<file path="config.mk">
export PLATFORM = sky130hd
export DESIGN_NAME = adjustment_data_write_gate
export DESIGN_NICKNAME = d
export VERILOG_FILES = /design/src/hdl/adjustment_data_write_gate_pkg.sv /design/src/hdl/adjustment_data_write_gate.sv
export SDC_FILE = /design/constraint.sdc
export NUM_CORES = 1
export LEC_CHECK = 0
export ABC_CLOCK_PERIOD_IN_PS = 4000
export BUFFER_PORTS_ARGS = -buffer_cell sky130_fd_sc_hd__buf_2
export CAP_MARGIN = 25
export CORE_AREA = 10 10 339 341
export CTS_CLUSTER_DIAMETER = 120
export CTS_CLUSTER_SIZE = 20
export DETAILED_ROUTE_END_ITERATION = 12
export DIE_AREA = 0 0 349 351
export PLACE_DENSITY = 0.45
export SETUP_SLACK_MARGIN = 0.02
export SLEW_MARGIN = 20
export SYNTH_ARGS = -nofsm -noshare
export SYNTH_HDL_FRONTEND = slang
export SYNTH_SLANG_ARGS = --single-unit
export TNS_END_PERCENT = 5
</file>
<file path="constraint.sdc">
create_clock -name clk -period 4 [get_ports clk]
set_input_delay 0.2 -clock clk [delete_from_list [all_inputs] [get_ports clk]]
set_output_delay 0.2 -clock clk [all_outputs]
set_load 0.02 [all_outputs]
</file>
<file path="src/hdl/adjustment_data_write_gate_pkg.sv">
// Constants shared by the adjustment data write gate.
`default_nettype none
package adjustment_data_write_gate_pkg;
	localparam int N_CH = 4;
	localparam int N_ITEMS = 8;
	localparam int POS_W = 3;
	localparam int VAL_W = 16;
	localparam int IDX_W = 16;
	localparam int SUB_W = 8;
	localparam int RESP_W = 16;
	localparam int REV_W = 4;
	localparam logic [REV_W-1:0] REV_MAJOR_MIN = 4'h1;
	localparam logic [REV_W-1:0] REV_MINOR_MIN = 4'h1;
	localparam logic [RESP_W-1:0] RESP_OK_OFF = 16'h0000;
	localparam logic [RESP_W-1:0] RESP_OK_ON = 16'h0001;
	localparam int RESP_HI_LSB = 8;
	localparam int RESP_HI_MSB = 15;
	localparam int IDX_LO_MSB = 7;
endpackage
`default_nettype wire

</file>
<file path="src/hdl/adjustment_data_write_gate.sv">
// Gate for cyclic adjustment writes and its 16-bit response word.
// Functional notes
// - Adjustment fields live only from revision 1.1.
// - Apply bit set: adjustment outputs take effect immediately.
// - Apply bit clear: cyclic adjustment ignored, acyclic accepted.
// - Apply bit gates outputs only; inputs always update.
// - Error-free response is 0000 or 0001 hex.
// - Failure response: index low byte, then sub-index.
// - Several failures: report highest mapped position.
// - One failure never aborts the remaining writes.
// - Rejected item keeps its previous value.
// - Rejection at power-up uses nonvolatile value.
// - Writes held off while tuning runs.
// - Power-up with apply set overwrites gain sets.
`default_nettype none
module adjustment_data_write_gate
	import adjustment_data_write_gate_pkg::*;
(
	input wire logic clk,
	input wire logic reset_n,
	input wire logic [REV_W-1:0] rev_major,
	input wire logic [REV_W-1:0] rev_minor,
	input wire logic refresh,
	input wire logic [N_CH-1:0] apply_adjust,
	input wire logic auto_tuning,
	input wire logic [N_ITEMS-1:0] item_assigned,
	input wire logic [N_ITEMS-1:0][IDX_W-1:0] item_index,
	input wire logic [N_ITEMS-1:0][SUB_W-1:0] item_sub,
	input wire logic [N_ITEMS-1:0][VAL_W-1:0] out_value,
	input wire logic [N_ITEMS-1:0][VAL_W-1:0] limit_lo,
	input wire logic [N_ITEMS-1:0][VAL_W-1:0] limit_hi,
	input wire logic [N_ITEMS-1:0][VAL_W-1:0] nv_value,
	input wire logic acyc_valid,
	input wire logic [POS_W-1:0] acyc_pos,
	input wire logic [VAL_W-1:0] acyc_value,
	output logic [N_ITEMS-1:0][VAL_W-1:0] param_ff,
	output logic [RESP_W-1:0] resp_ff,
	output logic resp_valid_ff,
	output logic rev_ok_ff
);

	logic rev_seen_ff;
	logic power_up_ff;
	logic nxt_rev_seen;
	logic nxt_rev_ok;
	logic nxt_power_up;
	logic [N_ITEMS-1:0][VAL_W-1:0] nxt_param;
	logic [RESP_W-1:0] nxt_resp;
	logic nxt_resp_valid;
	logic apply_any;
	logic write_en;
	logic [N_ITEMS-1:0] fail;
	logic [N_ITEMS-1:0] accept;

	// Any single channel bit opens the gate; the controller must clear all.
	assign apply_any = |apply_adjust;
	// Tuning suspends cyclic writes; they resume on a later refresh.
	assign write_en = refresh && rev_ok_ff && apply_any
		&& !auto_tuning;

	// Every mapped item is checked on its own, so one bad value cannot
	// stop the others.
	genvar g;
	generate
		for (g = 0; g < N_ITEMS; g++) begin : g_item
			assign fail[g] = write_en && item_assigned[g]
				&& (out_value[g] < limit_lo[g]
				|| out_value[g] > limit_hi[g]);
			assign accept[g] = write_en && item_assigned[g]
				&& !fail[g];
		end
	endgenerate

	// The revision strap is caught on the first edge after reset release.
	always_comb begin
		nxt_rev_seen = 1'b1;
		nxt_rev_ok = rev_ok_ff;
		if (!rev_seen_ff) begin
			nxt_rev_ok = (rev_major > REV_MAJOR_MIN)
				|| (rev_major == REV_MAJOR_MIN
				&& rev_minor >= REV_MINOR_MIN);
		end
	end

	always_ff @(posedge clk or negedge reset_n) begin
		if (!reset_n) begin
			rev_seen_ff <= 1'b0;
			rev_ok_ff <= 1'b0;
		end else begin
			rev_seen_ff <= nxt_rev_seen;
			rev_ok_ff <= nxt_rev_ok;
		end
	end

	always_comb begin
		nxt_param = param_ff;
		nxt_power_up = power_up_ff;
		nxt_resp = resp_ff;
		nxt_resp_valid = refresh;
		// Acyclic writes ignore the apply bit; a cyclic write in the same
		// cycle to the same item takes precedence.
		if (acyc_valid) begin
			nxt_param[acyc_pos] = acyc_value;
		end
		if (refresh) begin
			if (power_up_ff) begin
				nxt_param = nv_value;
				nxt_power_up = 1'b0;
			end
			for (int i = 0; i < N_ITEMS; i++) begin
				if (accept[i]) begin
					nxt_param[i] = out_value[i];
				end
			end
			if (!rev_ok_ff) begin
				nxt_resp = RESP_OK_OFF;
			end else if (apply_any) begin
				nxt_resp = RESP_OK_ON;
			end else begin
				nxt_resp = RESP_OK_OFF;
			end
			// Ascending scan lets the highest mapped failure win.
			for (int i = 0; i < N_ITEMS; i++) begin
				if (fail[i]) begin
					nxt_resp = {item_index[i][IDX_LO_MSB:0],
						item_sub[i]};
				end
			end
		end
	end

	// Rejected items are not written by the cyclic data; they keep the old value, or take nv_value on the power-up refresh.
	always_ff @(posedge clk or negedge reset_n) begin
		if (!reset_n) begin
			param_ff <= '0;
			power_up_ff <= 1'b1;
			resp_ff <= RESP_OK_OFF;
			resp_valid_ff <= 1'b0;
		end else begin
			param_ff <= nxt_param;
			power_up_ff <= nxt_power_up;
			resp_ff <= nxt_resp;
			resp_valid_ff <= nxt_resp_valid;
		end
	end

	// Helper: highest failing position of the refresh, for the checks.
	logic any_fail;
	logic [POS_W-1:0] top_fail;
	always_comb begin
		any_fail = 1'b0;
		top_fail = '0;
		for (int i = 0; i < N_ITEMS; i++) begin
			if (fail[i]) begin
				any_fail = 1'b1;
				top_fail = POS_W'(i);
			end
		end
	end

	// Per-item checks, so that one bad position cannot hide behind
	// a neighbour that happens to hold the same value.
	generate
		for (g = 0; g < N_ITEMS; g++) begin : g_chk

		end
	endgenerate
endmodule
`default_nettype wire

</file>
==> results.sh <==
export IMPL_synth_cells=1890
export IMPL_slew_headroom_pct=29.5
export IMPL_critPathMaxFanout=14
export IMPL_worstReg2RegEnd="resp_ff[4]$_DFFE_PN0P_"
export IMPL_synthSimpleGateAreaFrac_pct=15.0
export IMPL_critical_path_top_delay_family="simple AND/OR/NAND/NOR gates"
export IMPL_antenna_found_initial=61
export IMPL_worst_clock_skew_ns=0.0204
export IMPL_gp_congestion=0.949
export IMPL_maxCapViolCount=0
export IMPL_clockBufferDepth=2
export IMPL_grt_max_degree=76
export IMPL_reg2reg_slack_ns=0.24
export IMPL_insertion_delay_ns=0.52
export IMPL_grt_ovfl_total=0
export IMPL_cts_made_buffers=17
export IMPL_start_util_pct=14.0
export IMPL_yosysTopAreaCell="dfrtp_1"
export IMPL_postCtsSetupBuffers=0
export IMPL_hold_class="in2reg"
export IMPL_startpoint_type="flop"
export IMPL_rsz0062_at_grt="false"
export IMPL_holdPathEnd="param_ff[108]$_DFF_PN0_"
export IMPL_synth_top_flop_cell="dfrtp_1"
export IMPL_drive_above_1_share_pct=34.5
export IMPL_irDropWorstVdd_v=0.000347
export IMPL_grt_pass1_vias=19700
export IMPL_ff2ff_path_depth=8
export IMPL_slew_violations=0
export IMPL_drtPass1Iterations=7
export IMPL_grt_usage_pct=18.3
export IMPL_timing_fmax_ghz=0.266
export IMPL_layout_commonest_cell="buf_2"
export IMPL_dp_cells=4091
export IMPL_wl_per_cell_um=28.1
export IMPL_via_count=19000
export IMPL_cts_htree_levels=4
export IMPL_synthArstFlopShare_pct=100
export IMPL_totalWireLength_um=118000
export IMPL_endpoint_kind="flop"
export IMPL_instances_no_fill=4190
export IMPL_ioPinCount=894
export IMPL_holdCritStartpoint="nv_value[108]"
export IMPL_die_y_um=351
export IMPL_required_ns=4.46
export IMPL_cts_sinks=148
export IMPL_setup_viol=0
export IMPL_fill_cells=12400
export IMPL_worst_setup_path_type="reg2reg"
export IMPL_synth_distinct_cells=79
export IMPL_synthToLayoutAreaGrowth_pct=47.4
export IMPL_synth_compound_area_share_pct=28.7
export IMPL_crit_start="rev_ok_ff$_DFFE_PN0N_"
export IMPL_holdPathStages=3
export IMPL_die_w_um=349
export IMPL_syn_area_mm2=0.0152
export IMPL_power_mw=7.05
export IMPL_grt_pass1_wl_um=157000
export IMPL_drc_errors=0
export IMPL_ys_seq_area_share_pct=24.4
export IMPL_p_per_area_mw_per_mm2=315
export IMPL_synth_edff_count=0
export IMPL_final_hold_violation_count=0
export IMPL_synth_area_top_cells="dfrtp_1 (24%), ha_1 (20%), nand2_1 (7.2%)"
export IMPL_slowest_delay_ns=0.94
export IMPL_crit_chain="o41a_1 > and2_4 > buf_4 > nand2_1 > nor3_2 > a221oi_1 > o211ai_1 > dlygate4sd3_1"
export IMPL_cts_tree="built"
export IMPL_post_route_period_util_pct=94.0
export IMPL_port_buffers=829
export IMPL_r2r_start="rev_ok_ff$_DFFE_PN0N_"
export IMPL_synth_fp_nets=2886
export IMPL_synth_top_area_share_pct=24.2
export IMPL_viasPerCell=4.53
export IMPL_mostFrequentLayoutCells="buf_2 (827), nand2_1 (290), inv_1 (260), ha_1 (248), dfrtp_1 (147)"
export IMPL_clkTransAtPathRegs_ns=0.08
export IMPL_drtIter0Drc=1423
export IMPL_synth_warnings=0
export IMPL_synth_xor_area_share_pct=0
export IMPL_rows=121
export IMPL_ys_ff_latch=148
export IMPL_ant_nets=0
export IMPL_synthAdderAreaFrac_pct=20.4
export IMPL_syn_mean_instance_area_um2=8.03
export IMPL_arrival_ns=4.22
export IMPL_cts_root_buf="clkbuf_16"
export IMPL_crit_slowest_cell="nor3_2"
export IMPL_finalSetupTns_ns=0
export IMPL_cts_resized=0
export IMPL_tightestPinTransition_ns=1.05
export IMPL_p_leak_nw=11.3
export IMPL_hpwl_um=101000
export IMPL_crit_buf_inv=2
export IMPL_coreArea_mm2=0.108
export IMPL_status="finished, final reports clean"
export IMPL_synthMuxAreaShare_pct=2.11
export IMPL_synth_top_family_by_area="compound AO/OA/AOI/OAI gates"
export IMPL_final_nets=3745
export IMPL_finalCriticalPeriod_ns=3.76
export IMPL_die_area_mm2=0.122
per-stage QoR:
| stage | worst slack [ns] | instance area (um^2) | hold slack [ns] | utilization [%] |
|---|---|---|---|---|
| floorplan | 1.68 | 15200 | -0.0956 | - |
| global placement | 0.560 | 21200 | 0.315 | 19.6 |
| detailed placement | 0.540 | 21200 | 0.315 | 19.6 |
| CTS | 0.203 | 22300 | 0.0000616 | 20.7 |
| global route | 0.0804 | 22300 | 0.0171 | 20.7 |
| finish | 0.241 | 22400 | 0.0367 | 20.7 |
worst max path at each step:
stage,cells past startpoint,end
floorplan,10,resp_ff[10]$_DFFE_PN0P_
global placement,14,resp_ff[10]$_DFFE_PN0P_
detailed placement,14,resp_ff[10]$_DFFE_PN0P_
CTS,10,resp_ff[14]$_DFFE_PN0P_
global route,8,resp_ff[4]$_DFFE_PN0P_
finish,8,resp_ff[4]$_DFFE_PN0P_
what timing repair did:
item / CTS / global route
endpoints found under the hold margin: 121 / 0
setup endpoints to repair: 0 / 0
hold buffers: 53 / 0
layer usage:
layer / vias to the layer above / part of all wire (%) / track usage (%)
li1: 8795 / - / -
met1: 9072 / 41 / 22.3
met2: 862 / 47 / 30.4
met3: 202 / 8.4 / 5.69
met4: 54 / 3.4 / 6.21
met5: - / 0.32 / 0
kinds of logic after synthesis:
family / after synthesis
AND/OR/NAND/NOR: 486
buffers and inverters: 363
multiplexers: 32
flip-flops: 148
adder cells (fa/ha/maj): 248
other: 1
AO/OA/AOI/OAI: 612
cell usage after synthesis (7+ instances only):
library cell,n
a211o_1,11
a21o_1,17
a21oi_1,91
a221oi_1,17
a22o_1,13
a22oi_1,36
a31oi_1,7
a32oi_1,96
buf_1,17
buf_2,29
clkbuf_1,51
dfrtp_1,147
ha_1,248
inv_1,260
mux2i_1,32
nand2_1,290
nand2b_1,13
nand3_1,14
nand4_1,54
nor2_1,41
nor2b_1,15
nor3_1,9
nor4_1,8
o2111ai_1,7
o211ai_1,21
o21a_1,16
o21ai_0,60
o21ai_1,9
o221ai_1,17
o22a_1,17
o22ai_1,132
worst reg2reg max path: cells and delay by family, from the launching register on:
kind / cells / cell delay (ns)
compound gates: 3 / 0.84
flops: 1 / 0.44
buf+inv: 2 / 0.83
simple gates: 3 / 1.61
sequential cells by signal (all words and copies together), names as in the netlist:
signal / flops
rev_ok_ff: 1
power_up_ff: 1
rev_seen_ff: 1
resp_ff: 16
resp_valid_ff: 1
param_ff: 128
final cells by class:
cell class | instances | area [um^2] | share of cell area, %
Timing Repair Buffer | 942 | 5190 | 23.2
Inverter | 261 | 980 | 4.38
Sequential cell | 148 | 3700 | 16.6
Antenna cell | 14 | 35.0 | 0.157
Tap cell | 1414 | 1770 | 7.91
Clock inverter | 15 | 173 | 0.772
Multi-Input combinational cell | 1379 | 10100 | 45.1
Clock buffer | 17 | 425 | 1.90
where the power goes:
group,internal (mW),total [mW],switching [mW]
clock network,0.933,1.77,0.836
logic,1.16,3.20,2.04
registers,1.86,2.08,0.219
No activity file was read; power rests on OpenSTA's default activity.
